<file path="config.mk">
export PLATFORM = sky130hd
export DESIGN_NAME = psfg_top
export DESIGN_NICKNAME = d
export VERILOG_FILES = /design/src/psfg_pkg.sv /design/src/psfg_deadtime.sv /design/src/psfg_top.sv
export SDC_FILE = /design/constraint.sdc
export NUM_CORES = 1
export LEC_CHECK = 0
export BUFFER_PORTS_ARGS = -buffer_cell sky130_fd_sc_hd__buf_4
export CAP_MARGIN = 20
export CORE_MARGIN = 8
export CORE_UTILIZATION = 35
export CTS_CLUSTER_SIZE = 20
export DETAILED_ROUTE_END_ITERATION = 10
export MAX_ROUTING_LAYER = met4
export PLACE_DENSITY = 0.59
export SLEW_MARGIN = 20
export SYNTH_ARGS = -nofsm -noshare
export SYNTH_HDL_FRONTEND = slang
export SYNTH_SLANG_ARGS = --single-unit
</file>
<file path="constraint.sdc">
create_clock -name REF_CLK -period 4.15 [get_ports REF_CLK]
set_input_delay 0.83 -clock REF_CLK [delete_from_list [all_inputs] [get_ports REF_CLK]]
set_output_delay 0.83 -clock REF_CLK [all_outputs]
set_load 0.02 [all_outputs]
</file>
<file path="src/psfg_pkg.sv">
package psfg_pkg;

  // ----------------------------------------------------------------
  // Register map (APB, byte addresses)
  // ----------------------------------------------------------------
  localparam logic [11:0] PSFG_CTRL_OFS   = 12'h000;
  localparam logic [11:0] PSFG_STATUS_OFS = 12'h004;
  localparam logic [11:0] PSFG_CFG_OFS    = 12'h008;

  // ----------------------------------------------------------------
  // Field positions
  // ----------------------------------------------------------------
  localparam int PSFG_CTRL_OCP_EN_BIT  = 0;
  localparam int PSFG_CTRL_DT_LSB      = 8;
  localparam int PSFG_ST_OT_BIT        = 0;
  localparam int PSFG_ST_UV_BIT        = 1;
  localparam int PSFG_ST_OC_BIT        = 2;
  localparam int PSFG_ST_HSS_BIT       = 3;
  localparam int PSFG_ST_FLAG_BIT      = 4;
  localparam int PSFG_ST_HI_BIT        = 5;
  localparam int PSFG_ST_LO_BIT        = 6;
  localparam int PSFG_ST_SCNT_LSB      = 8;
  localparam int PSFG_ST_OCCNT_LSB     = 12;

  // ----------------------------------------------------------------
  // Reset values and timing counts
  // ----------------------------------------------------------------
  localparam logic [31:0] PSFG_CTRL_RST    = 32'h0000_0201;
  localparam logic [31:0] PSFG_CFG_RST     = 32'h0000_0004;
  localparam logic [7:0]  PSFG_OC_CLEAR_CYC = 8'h80;
  localparam logic [2:0]  PSFG_HSS_CYC     = 3'h4;
  localparam logic [31:0] PSFG_DT_DEF      = 32'h0000_0002;

  // ----------------------------------------------------------------
  // Pin level codes
  // ----------------------------------------------------------------
  typedef enum logic [1:0] {
    PSFG_LVL_LOW,
    PSFG_LVL_HIGH,
    PSFG_LVL_MID
  } psfg_lvl_t;

endpackage

</file>
<file path="src/psfg_deadtime.sv">
`timescale 1ns/1ps
module psfg_deadtime
  import psfg_pkg::*;
(
  input  wire logic       clk,
  input  wire logic       rst,
  input  wire logic       ce,
  input  wire logic       req_hi,
  input  wire logic       req_lo,
  input  wire logic [7:0] dead_cyc,
  output logic            gate_hi,
  output logic            gate_lo
);

  // ----------------------------------------------------------------
  // Break-before-make sequencer
  // ----------------------------------------------------------------
  logic [7:0] gap_r;
  logic       hi_r;
  logic       lo_r;
  wire        want_hi = req_hi && !req_lo;
  wire        want_lo = req_lo && !req_hi;
  wire        both_off = !hi_r && !lo_r;

  assign gate_hi = hi_r;
  assign gate_lo = lo_r;

  // Turn-off is immediate; turn-on waits out the gap after both are off
  always_ff @(posedge clk) begin
    if (rst) begin
      hi_r  <= 1'b0;
      lo_r  <= 1'b0;
      gap_r <= 8'h00;
    end else if (ce) begin
      if (!want_hi) hi_r <= 1'b0;
      if (!want_lo) lo_r <= 1'b0;
      if (!both_off || (!want_hi && !want_lo)) begin
        gap_r <= 8'h00;
      end else if (gap_r < dead_cyc) begin
        gap_r <= gap_r + 8'h01;
      end else begin
        hi_r <= want_hi;
        lo_r <= want_lo;
      end
    end
  end

endmodule

</file>
<file path="src/psfg_top.sv">
// Contract
// - Any fault drives the fault flag high
// - Flag on temperature, bootstrap, overcurrent, short
// - Above shutdown temperature, stop switching
// - Overtemperature clears only by shutdown toggle, power
// - Overcurrent flag clears after 128 clean cycles
// - Overcurrent cuts high on-time, skips pulses
// - Sample switch node every cycle for short
// - Four consecutive short cycles declare fault
// - Short fault: flag, ignore PWM, low on
// - Short fault latched until power cycle
// - Sense pin open disables high overcurrent guard
// - Mid zero-cross enable holds both gates low
// - Tri-state PWM drives both gates low
// - Emulation mode: low off when current negative
// - PWM high: high on; low: low on
// - Gates off only after full tri-state hold-off
// - Zero-cross enable acts immediately, independent of PWM
//
// Implementation choices: register access over APB and the register addresses.
`timescale 1ns/1ps
module psfg_top
  import psfg_pkg::*;
(
  input  wire logic        REF_CLK,
  input  wire logic        RST,
  input  wire logic        CE,
  input  wire logic        SHUTDOWN_N_INPUT,
  input  wire logic [1:0]  ZERO_CROSS_ENABLE_N,
  input  wire logic [1:0]  PWM_LEVEL,
  input  wire logic        CYCLE_TICK,
  input  wire logic        OVER_TEMP,
  input  wire logic        BOOT_LOW,
  input  wire logic        OVERCURRENT_TRIP,
  input  wire logic        INPUT_SUPPLY_SENSE_OK,
  input  wire logic        SWITCH_NODE_SHORT,
  input  wire logic        INDUCTOR_CURRENT_NEG,
  input  wire logic        PSEL,
  input  wire logic        PENABLE,
  input  wire logic        PWRITE,
  input  wire logic [11:0] PADDR,
  input  wire logic [31:0] PWDATA,
  output logic [31:0]      PRDATA,
  output logic             PREADY,
  output logic             PSLVERR,
  output logic             HIGH_GATE_DRIVE,
  output logic             LOW_GATE_DRIVE,
  output logic             TEMP_FAULT_FLAG_OUT
);

  // ----------------------------------------------------------------
  // Registers
  // ----------------------------------------------------------------
  logic [31:0] ctrl_r;
  logic [31:0] cfg_r;
  logic        ot_r;
  logic        oc_r;
  logic        hss_r;
  logic        flag_r;
  logic [7:0]  occnt_r;
  logic [2:0]  scnt_r;
  logic [7:0]  tri_cnt_r;
  logic        en_d_r;
  logic [31:0] prdata_r;
  logic        pready_r;
  logic        pslverr_r;
  logic        skip_r;
  logic        gh_w;
  logic        gl_w;

  // ----------------------------------------------------------------
  // Decode
  // ----------------------------------------------------------------
  function automatic logic is_lvl(input logic [1:0] v, input psfg_lvl_t l);
    is_lvl = (v == 2'(l));
  endfunction

  wire enabled     = SHUTDOWN_N_INPUT;
  wire zc_mid      = is_lvl(ZERO_CROSS_ENABLE_N, PSFG_LVL_MID);
  wire zc_low      = is_lvl(ZERO_CROSS_ENABLE_N, PSFG_LVL_LOW);
  wire pwm_hi      = is_lvl(PWM_LEVEL, PSFG_LVL_HIGH);
  wire pwm_lo      = is_lvl(PWM_LEVEL, PSFG_LVL_LOW);
  wire pwm_tri     = !pwm_hi && !pwm_lo;
  wire [7:0] hold_cyc = cfg_r[7:0];
  wire tri_off     = pwm_tri && (tri_cnt_r >= hold_cyc);
  wire ocp_active  = ctrl_r[PSFG_CTRL_OCP_EN_BIT] && INPUT_SUPPLY_SENSE_OK;
  wire oc_now      = OVERCURRENT_TRIP && ocp_active;
  wire en_rise     = enabled && !en_d_r;
  wire stop_sw     = ot_r || OVER_TEMP || BOOT_LOW;

  // Tri-state before hold-off keeps the last driven state
  wire last_hi     = HIGH_GATE_DRIVE;
  wire eff_hi      = pwm_hi || (pwm_tri && !tri_off && last_hi);
  wire eff_lo      = pwm_lo || (pwm_tri && !tri_off && !last_hi && LOW_GATE_DRIVE);

  wire req_hi = enabled && !hss_r && !stop_sw && !zc_mid && eff_hi
                && !oc_now && !skip_r;
  wire req_lo = hss_r ? 1'b1 :
                (enabled && !stop_sw && !zc_mid && eff_lo
                 && !(zc_low && INDUCTOR_CURRENT_NEG));

  wire fault_any = ot_r || OVER_TEMP || BOOT_LOW || oc_r || hss_r;

  // ----------------------------------------------------------------
  // APB decode
  // ----------------------------------------------------------------
  wire acc      = PSEL && PENABLE && !pready_r;
  wire hit_ctrl = (PADDR == PSFG_CTRL_OFS);
  wire hit_st   = (PADDR == PSFG_STATUS_OFS);
  wire hit_cfg  = (PADDR == PSFG_CFG_OFS);
  wire mapped   = hit_ctrl || hit_st || hit_cfg;
  wire [31:0] status_w = {16'h0000, occnt_r[3:0], 1'b0, scnt_r, 1'b0,
                          LOW_GATE_DRIVE, HIGH_GATE_DRIVE, flag_r,
                          hss_r, oc_r, BOOT_LOW, ot_r};
  wire [31:0] rd_w = hit_ctrl ? ctrl_r : hit_cfg ? cfg_r : hit_st ? status_w : 32'h0000_0000;

  always_ff @(posedge REF_CLK) begin
    if (RST) begin
      ctrl_r    <= PSFG_CTRL_RST;
      cfg_r     <= PSFG_CFG_RST;
      prdata_r  <= 32'h0000_0000;
      pready_r  <= 1'b0;
      pslverr_r <= 1'b0;
    end else if (CE) begin
      pready_r  <= acc;
      pslverr_r <= acc && !mapped;
      if (acc && !PWRITE) prdata_r <= rd_w;
      if (acc && PWRITE && hit_ctrl) ctrl_r <= PWDATA;
      if (acc && PWRITE && hit_cfg) cfg_r <= PWDATA;
    end
  end

  // ----------------------------------------------------------------
  // Protection
  // ----------------------------------------------------------------
  // Synchronous reset stands in for the logic supply power cycle
  always_ff @(posedge REF_CLK) begin
    if (RST) begin
      ot_r      <= 1'b0;
      oc_r      <= 1'b0;
      hss_r     <= 1'b0;
      occnt_r   <= 8'h00;
      scnt_r    <= 3'h0;
      skip_r    <= 1'b0;
      en_d_r    <= 1'b0;
      tri_cnt_r <= 8'h00;
      flag_r    <= 1'b0;
    end else if (CE) begin
      en_d_r <= enabled;
      flag_r <= fault_any;
      tri_cnt_r <= !pwm_tri ? 8'h00 : (tri_off ? tri_cnt_r : tri_cnt_r + 8'h01);
      if (OVER_TEMP) begin
        ot_r <= 1'b1;
      end else if (en_rise) begin
        ot_r <= 1'b0;
      end
      if (oc_now) begin
        skip_r <= 1'b1;
      end else if (CYCLE_TICK) begin
        skip_r <= 1'b0;
      end
      if (oc_now) begin
        oc_r    <= 1'b1;
        occnt_r <= 8'h00;
      end else if (CYCLE_TICK && oc_r) begin
        if (occnt_r == PSFG_OC_CLEAR_CYC - 8'h01) begin
          oc_r    <= 1'b0;
          occnt_r <= 8'h00;
        end else begin
          occnt_r <= occnt_r + 8'h01;
        end
      end
      if (CYCLE_TICK && !hss_r) begin
        if (SWITCH_NODE_SHORT) begin
          if (scnt_r == PSFG_HSS_CYC - 3'h1) begin
            hss_r <= 1'b1;
          end
          scnt_r <= scnt_r + 3'h1;
        end else begin
          scnt_r <= 3'h0;
        end
      end
    end
  end

  // ----------------------------------------------------------------
  // Gate sequencing
  // ----------------------------------------------------------------
  psfg_deadtime u_dt (
    .clk      (REF_CLK),
    .rst      (RST),
    .ce       (CE),
    .req_hi   (req_hi),
    .req_lo   (req_lo),
    .dead_cyc (ctrl_r[PSFG_CTRL_DT_LSB +: 8]),
    .gate_hi  (gh_w),
    .gate_lo  (gl_w)
  );

  assign HIGH_GATE_DRIVE     = gh_w;
  assign LOW_GATE_DRIVE      = gl_w;
  assign TEMP_FAULT_FLAG_OUT = flag_r;
  assign PRDATA              = prdata_r;
  assign PREADY              = pready_r;
  assign PSLVERR             = pslverr_r;

endmodule

</file>
==> impl_metrics.yaml, run 1 <==
clock_tree:
  post_cts_resized: 0
  numCtsBuffers: 17
  cts_hold_buf: 0
  htree_levels: 4
  cts_setup_buffers: 0
  clk_latency_ps: 420
  clock_sinks: 133
  clkTransAtPathRegs_ps: 60
  cts.path.max_buffers: 2
  cts_tree: "yes"
  cts-root-buf: "clkbuf_16"
timing:
  hold_ws_ps: 451
  slew_violations: 0
  fin_crit_sh_pct: 88.6
  finalClockSkew_ps: 8.23
  slew_headroom_pct: 36.5
  max_freq_ghz: 0.272
  tns_ps: 0
  rsz0062_at_grt: "false"
  final_hold_viol_count: 0
  final-setup-viol-count: 0
  worst-slew-pin-transition_ps: 953
  period_needed_ps: 3680
worst_setup_path:
  cp-start-kind: "flop"
  crit_type: "flop to flop"
  cp_data_arrival_time_ps: 3940
  crit_required_ps: 4420
  path_max_fanout: 15
  worstSetupEndpointType: "flop"
detailed_routing:
  maxUsedRoutingLayer: "met4"
  dr.first_iter.drc_count: 297
  met1Wirelength_mm: 8.44
  drc_errors: 0
  vias_per_cell: 5.22
  antenna_left: 0
  met3_length_um: 955
  num_vias: 5456
  wl_per_cell_um: 16.5
  finalWirelength_mm: 17.3
  wl_met2_mm: 7.71
  dr.pass1.iters: 5
layout:
  seqCellArea_um2: 2660
  fin_util_pct: 45.2
  nNetsFinal: 896
  area_growth_syn_to_layout_pct: 26.6
  fillerInstances: 1660
  fin_area_um2: 7470
  antenna_cells: 0
  final_common_cell: "nand2_1"
  stdcell_count: 1045
  multi_input_area_um2: 2980
  final_cell_mix: "166 x nand2_1, 133 x dfxtp_1, 111 x buf_4"
  drive_gt1_share_pct: 18.8
logic_synthesis:
  ys_seq_area_share_pct: 45.1
  synth-edff-count: 0
  synthCells: 730
  synth_flop_cell: "dfxtp_1"
  syn_area_um2: 5900
  syn_area_per_cell_um2: 8.09
  ys_types: 52
  yosys_warnings: 0
  synthArstFlopShare_pct: 0
  synth-seq-cells: 133
  synth_nets: 814
die:
  initial_core_util_pct: 35.7
  rows: 47
  die-area_um2: 21300
  fp.dieH_um: 146
  io_pins: 99
  die_w_um: 146
  core-area_um2: 16500
grt:
  grt_max_degree: 82
  antenna_found_initial: 0
  grt-ovfl-total: 0
  gr-usage-all-layers_pct: 16.8
  grt_pass1_vias: 5330
  grt_pass1_wl_mm: 28.3
run:
  maxCapViolations: 0
place:
  io_buffers: 98
  gp_congestion: 0.832
  dpl_cell_area_um2: 6870
  hpwl_mm: 11.5
  dp_cells: 1013
power:
  p_per_area_nw_per_um2: 403
  p_leak_nw: 2.88
  vdd_drop_max_uv: 280
run_status:
  status: "finished clean"
min_path:
  worstHoldPathType: "flop to flop"
state kept, by name, summed over array words and instances (netlist names), 3 cells and up:
signal,cells
tri_cnt_r,8
occnt_r,8
u_dt.gap_r,8
cfg_r,32
PRDATA,32
ctrl_r,32
scnt_r,3
cell usage after synthesis (3+ instances only):
master    count  area [um^2]
and2_1        3         18.8
clkbuf_1     42          158
nand2b_1      4         25.0
mux2i_1       3         30.0
inv_1        25         93.8
nor4_1        4         25.0
buf_2         7         35.0
dfxtp_1     133         2660
nor2_1       39          146
or4_1         8         60.1
a2111o_1      4         45.0
nand3b_1      3         22.5
nand4_1      13         81.3
o31ai_1       6         45.0
o211ai_1      5         37.5
o21ai_0      47          235
xnor2_1       3         26.3
or3_1         4         25.0
and3_1        6         37.5
nand2_1     166          623
nor3_1        5         25.0
xor2_1        4         35.0
a21oi_1     102          510
nand3_1      11         55.1
a221oi_1     32          280
ha_1         22          275
worst max-delay path: stages (launching register included):
cell and delay [ps]:
dfxtp_1 420, inv_1 70, ha_1 260, nand2b_4 130, a2111o_1 420, a311o_1 500
or2_1 320, ha_1 310, or3_1 370, o21ai_0 470, or4_1 190, a21oi_1 60
layer usage:
metal,GRT usage [%],up-vias
li1,-,2759
met1,21.7,2543
met2,25.3,144
met3,4.51,10
met4,4.42,0
met5,-,-
layout make-up:
type / instances / area share, %
clock inverter: 14 / 2.19
tap: 220 / 3.68
sequential: 133 / 35.6
clock buffer: 18 / 5.88
timing repair buffer: 112 / 11.4
inverter: 26 / 1.31
multi-input combinational: 522 / 39.9
metrics by stage:
step	setup WS, ps	total power [W]
finish	473	0.00301
detailed placement	506	0.00151
global placement	535	0.00151
floorplan	659	0.00141
global route	223	0.00312
CTS	485	0.00304
power breakdown:
part,internal (W),switching [W]
Combinational,0.0000760,0.0000964
Sequential,0.00129,0.0000127
Clock,0.000920,0.000615
Total,0.00229,0.000724
path summary, 6_finish.rpt:
check	from	endpoint	slack, ps	cells past startpoint
hold reg to reg	cfg_r[18]	cfg_r[18]	450	2
setup / recovery	tri_cnt_r[0]	u_dt.gap_r[2]	470	11
hold / removal	cfg_r[18]	cfg_r[18]	450	2
setup reg to reg	tri_cnt_r[0]	u_dt.gap_r[2]	470	11
cell families (layout without fill, tap and decap cells):
family	after synthesis	after routing	synth area share, %
adder cells (fa/ha/maj)	22	22	4.66
flip-flops	133	133	45.1
AO/OA/AOI/OAI	214	214	22.6
AND/OR/NAND/NOR	276	276	21.2
multiplexers	3	3	0.509
XOR/XNOR	7	7	1.04
buffers and inverters	75	170	4.92
Note: power is estimated with default switching activity, not from simulation.
==> inputs of run 2 (changes only) <==
CORE_UTILIZATION = 30   (was 35)
CTS_CLUSTER_SIZE = 8   (was 20)
PLACE_DENSITY = 0.53   (was 0.59)
==> run 2 against run 1 <==
Effect of this change:
- total power fell by 1.1%
- die area rose by 15%
- combinational power barely moved
- cell area rose by 0.52%
- clock skew barely moved
- sequential cell count did not move
- cell count rose by 4.3%
- critical path depth did not move
- via count rose by 1.6%
- register-to-register slack got worse by 90 ps
- maximum frequency fell by 2.3%
- clock power fell by 3%
==> impl_metrics.yaml, run 2 (synthesis results as in run 1) <==
power:
  p_per_area_nw_per_um2: 397
  p_leak_nw: 2.87
  vdd_drop_max_uv: 255
timing:
  hold_ws_ps: 452
  finalClockSkew_ps: 7.88
  period_needed_ps: 3760
  tns_ps: 0
  fin_crit_sh_pct: 90.7
  rsz0062_at_grt: "false"
  final-setup-viol-count: 0
  max_freq_ghz: 0.266
  slew_violations: 0
  slew_headroom_pct: 37.9
  worst-slew-pin-transition_ps: 931
  final_hold_viol_count: 0
detailed_routing:
  num_vias: 5543
  dr.first_iter.drc_count: 390
  vias_per_cell: 5.09
  finalWirelength_mm: 18.5
  drc_errors: 0
  wl_per_cell_um: 16.9
  antenna_left: 0
  dr.pass1.iters: 5
place:
  dp_cells: 1058
  gp_congestion: 0.823
  io_buffers: 98
  hpwl_mm: 12.0
min_path:
  hold_path_depth: 2
  holdCritStartpoint: "cfg_r[15]"
  min_to: "cfg_r[15]"
  worstHoldPathType: "flop to flop"
layout:
  multi_input_area_um2: 2980
  area_growth_syn_to_layout_pct: 27.3
  seqCellArea_um2: 2660
  nNetsFinal: 896
  final_cell_mix: "166 x nand2_1, 133 x dfxtp_1, 111 x buf_4"
  fillerInstances: 2074
  drive_gt1_share_pct: 18.6
  final_common_cell: "nand2_1"
  stdcell_count: 1090
die:
  io_pins: 99
  initial_core_util_pct: 30.4
  core-area_um2: 19400
  fp.dieH_um: 156
  die_w_um: 156
  rows: 51
  die-area_um2: 24400
clock_tree:
  cts_hold_buf: 0
  clk_latency_ps: 420
  cts-root-buf: "clkbuf_16"
  cts.path.max_buffers: 2
  clkTransAtPathRegs_ps: 60
  cts_tree: "yes"
  clock_sinks: 133
  cts_setup_buffers: 0
  htree_levels: 4
  numCtsBuffers: 17
  post_cts_resized: 0
grt:
  grt_pass1_vias: 5342
  gr-usage-all-layers_pct: 15.8
  grt_max_degree: 82
  use_met1_pct: 20.6
  grt-ovfl-total: 0
  grtUsageMet3_pct: 5.10
  groute.layer.met2.usage_pct: 22.9
  grt_pass1_wl_mm: 29.3
  grt.busiest_layer: "met2"
  antenna_found_initial: 1
run:
  maxCapViolations: 0
worst_setup_path:
  crit_required_ps: 4420
  worstSetupEndpointType: "flop"
  crit_type: "flop to flop"
  r2r_cells: 11
  path_max_fanout: 15
  regToRegEndpoint: "u_dt.gap_r[2]"
  timing.rr.start: "tri_cnt_r[0]"
  startpoint: "tri_cnt_r[0]"
  r2r_slack_ps: 390
  cp-start-kind: "flop"
  cp_data_arrival_time_ps: 4030
run_status:
  status: "finished clean"
==> run 2: cell types whose count changed in the layout (fill, tap and decap cells not counted), sizes merged <==
| cell | before | now |
|---|---|---|
| clkbuf | 18 | 20 |
| clkinvlp | 2 | 1 |
| inv | 34 | 27 |
| clkinv | 2 | 7 |
| diode | 0 | 1 |
==> run 2: final cells by class <==
class / count / share of cell area, %
antenna: 1 / 0.0333
clock buffer: 20 / 6.08
multi-input combinational: 522 / 39.7
sequential: 133 / 35.4
inverter: 26 / 1.30
timing repair buffer: 112 / 11.4
clock inverter: 11 / 1.68
tap: 265 / 4.41
==> run 2: worst max-delay path, stage by stage, from the launching register on <==
cell,delay (ps)
dfxtp_1,430
inv_1,70
ha_1,270
nand2b_4,130
a2111o_1,440
a311o_1,510
or2_1,320
ha_1,310
or3_1,370
o21ai_0,500
or4_1,200
a21oi_1,60
==> run 2: report_power, final <==
group	internal [W]	switching, W
Sequential	0.00129	0.0000134
Clock	0.000914	0.000583
Combinational	0.0000761	0.0000986
Total	0.00228	0.000695
==> run 2: metrics by stage <==
stage,utilization (%),setup slack (ps),power (W),cell area [um^2]
floorplan,-,659,0.00141,5900
global placement,35.7,503,0.00151,6930
detailed placement,35.7,431,0.00151,6930
CTS,38.7,439,0.00302,7510
global route,38.7,184,0.00309,7510
finish,38.7,388,0.00298,7510
==> run 2: how the worst max path moves through the flow <==
stage	to	slack, ps	depth (start not counted)
after floorplan	u_dt.gap_r[2]	660	12
after global placement	u_dt.gap_r[2]	500	11
after detailed placement	u_dt.gap_r[7]	430	11
after CTS	u_dt.gap_r[2]	440	11
after global routing	u_dt.gap_r[1]	180	11
final	u_dt.gap_r[2]	390	11
==> run 2: layer usage <==
layer	part of all wire, %	routed length [um]
met1	48	8850
met5	0	0
met4	1.5	276
met3	5.8	1080
met2	45	8250
==> inputs of run 3 (changes only) <==
SLEW_MARGIN = unset   (was 20)
clock period = 4.25 ns   (was 4.15 ns; I/O delays follow)
==> run 3 against run 2 <==
Effect of this change:
- via count fell by 1.1%
- die area did not move
- cell area fell by 0.50%
- highest routed layer unchanged
- cell count barely moved
- largest power group unchanged
==> impl_metrics.yaml, run 3 (synthesis results as in run 1) <==
run_status:
  status: "finished clean"
clock_tree:
  cts_tree: "yes"
  post_cts_resized: 0
  cts-root-buf: "clkbuf_16"
  clk_latency_ps: 430
  cts_setup_buffers: 0
  htree_levels: 4
  numCtsBuffers: 17
  clkTransAtPathRegs_ps: 60
  clock_sinks: 133
  cts.path.max_buffers: 2
  cts_hold_buf: 0
power:
  vdd_drop_max_uv: 245
  p_leak_nw: 2.85
  power_frac_clock_pct: 49.2
  p_int_w: 0.00212
  power.switching_w: 0.000729
  power_frac_comb_pct: 6.0
  pwr-share-seq_pct: 44.8
  p_per_area_nw_per_um2: 380
  sw_frac_of_total_pct: 25.6
timing:
  fin_crit_sh_pct: 87.7
  period_needed_ps: 3730
  final_hold_viol_count: 0
  tns_ps: 0
  slew_headroom_pct: 37.9
  rsz0062_at_grt: "false"
  worst_slack_ps: 521
  max_freq_ghz: 0.268
  final-setup-viol-count: 0
  finalClockSkew_ps: 10.6
  worst-slew-pin-transition_ps: 932
  slew_violations: 0
worst_setup_path:
  path_max_fanout: 15
  cp_data_arrival_time_ps: 4070
  crit_required_ps: 4590
  worstSetupEndpointType: "flop"
  cp-start-kind: "flop"
  crit_type: "flop to flop"
die:
  die_w_um: 156
  core-area_um2: 19400
  io_pins: 99
  fp.dieH_um: 156
  die-area_um2: 24400
  rows: 51
  initial_core_util_pct: 30.4
layout:
  seqCellArea_um2: 2660
  multi_input_area_um2: 2980
  fillerInstances: 2041
  final_common_cell: "nand2_1"
  final_cell_mix: "166 x nand2_1, 133 x dfxtp_1, 112 x buf_4"
  nNetsFinal: 896
  area_growth_syn_to_layout_pct: 26.6
  drive_gt1_share_pct: 18.8
detailed_routing:
  dr.first_iter.drc_count: 433
  dr.pass1.iters: 5
  vias_per_cell: 5.03
  wl_per_cell_um: 16.8
  finalWirelength_mm: 18.3
  num_vias: 5483
  drc_errors: 0
  antenna_left: 0
grt:
  grt_max_degree: 82
  grt-ovfl-total: 0
  gr-usage-all-layers_pct: 15.7
  grt_pass1_vias: 5494
  antenna_found_initial: 1
  grt_pass1_wl_mm: 29.4
min_path:
  worstHoldPathType: "flop to flop"
place:
  pre_cts_slack_ps: 548
  io_buffers: 98
  hpwl_mm: 12.1
  gp_congestion: 0.793
run:
  maxCapViolations: 0
==> run 3: cell count changes in the layout (fill, tap and decap cells not counted), moves of 2 or more <==
cell        change
clkinvlp_4      +2
bufinv_16       -2
inv_8           +3
clkinv_4        -2
inv_6           +3
==> run 3: area by class of cell <==
class	instances	area share (%)
diodes	1	0.0335
clock buffers	18	5.88
clock inverters	14	1.59
inverters	26	1.31
multi-input cells	522	39.9
flip-flops and latches	133	35.6
well taps	265	4.44
repair buffers	112	11.2
==> run 3: stage by stage <==
step / utilization [%] / area, um^2 / total power [W] / hold WS, ps / instances
2_1_floorplan: - / 5900 / 0.00138 / 432 / 730
3_3_place_gp: 35.6 / 6910 / 0.00147 / 441 / 1058
3_5_place_dp: 35.6 / 6910 / 0.00147 / 444 / 1058
4_1_cts: 38.5 / 7470 / 0.00288 / 453 / 1090
5_1_grt: 38.5 / 7470 / 0.00294 / 465 / 1091
6_report: 38.5 / 7470 / 0.00284 / 454 / 1091
==> run 3: power groups by stage <==
stage | logic, W | clock network (W) | registers (W)
after floorplan | 0.0000632 | 0 | 0.00131
after global placement | 0.000171 | 0 | 0.00130
after detailed placement | 0.000171 | 0 | 0.00130
after CTS | 0.000172 | 0.00143 | 0.00128
after global routing | 0.000184 | 0.00148 | 0.00128
final | 0.000170 | 0.00140 | 0.00128
==> run 3: critical path, stage by stage (launching register included) <==
cell	delay [ps]
dfxtp_1	430
inv_1	70
ha_1	270
nand2b_4	130
a2111o_1	420
a311o_1	490
or2_1	330
ha_1	310
nor3_1	50
buf_4	180
o211ai_1	90
o21ai_0	220
or4_1	520
a21oi_1	150
==> run 3: path summary, 6_finish.rpt <==
path	startpoint	depth (start not counted)	to	slack, ps
setup / recovery	tri_cnt_r[0]	13	u_dt.gap_r[2]	520
hold / removal	ctrl_r[6]	2	ctrl_r[6]	450
setup reg to reg	tri_cnt_r[0]	13	u_dt.gap_r[2]	520
hold reg to reg	ctrl_r[6]	2	ctrl_r[6]	450
==> run 3: per-layer routing <==
| layer | part of all wire [%] | GRT usage (%) | up-vias |
|---|---|---|---|
| met5 | 0 | - | - |
| met4 | 1.6 | 4.71 | 0 |
| met3 | 6.6 | 4.74 | 22 |
| met2 | 44 | 23.7 | 147 |
| met1 | 48 | 20.0 | 2561 |
| li1 | - | - | 2753 |
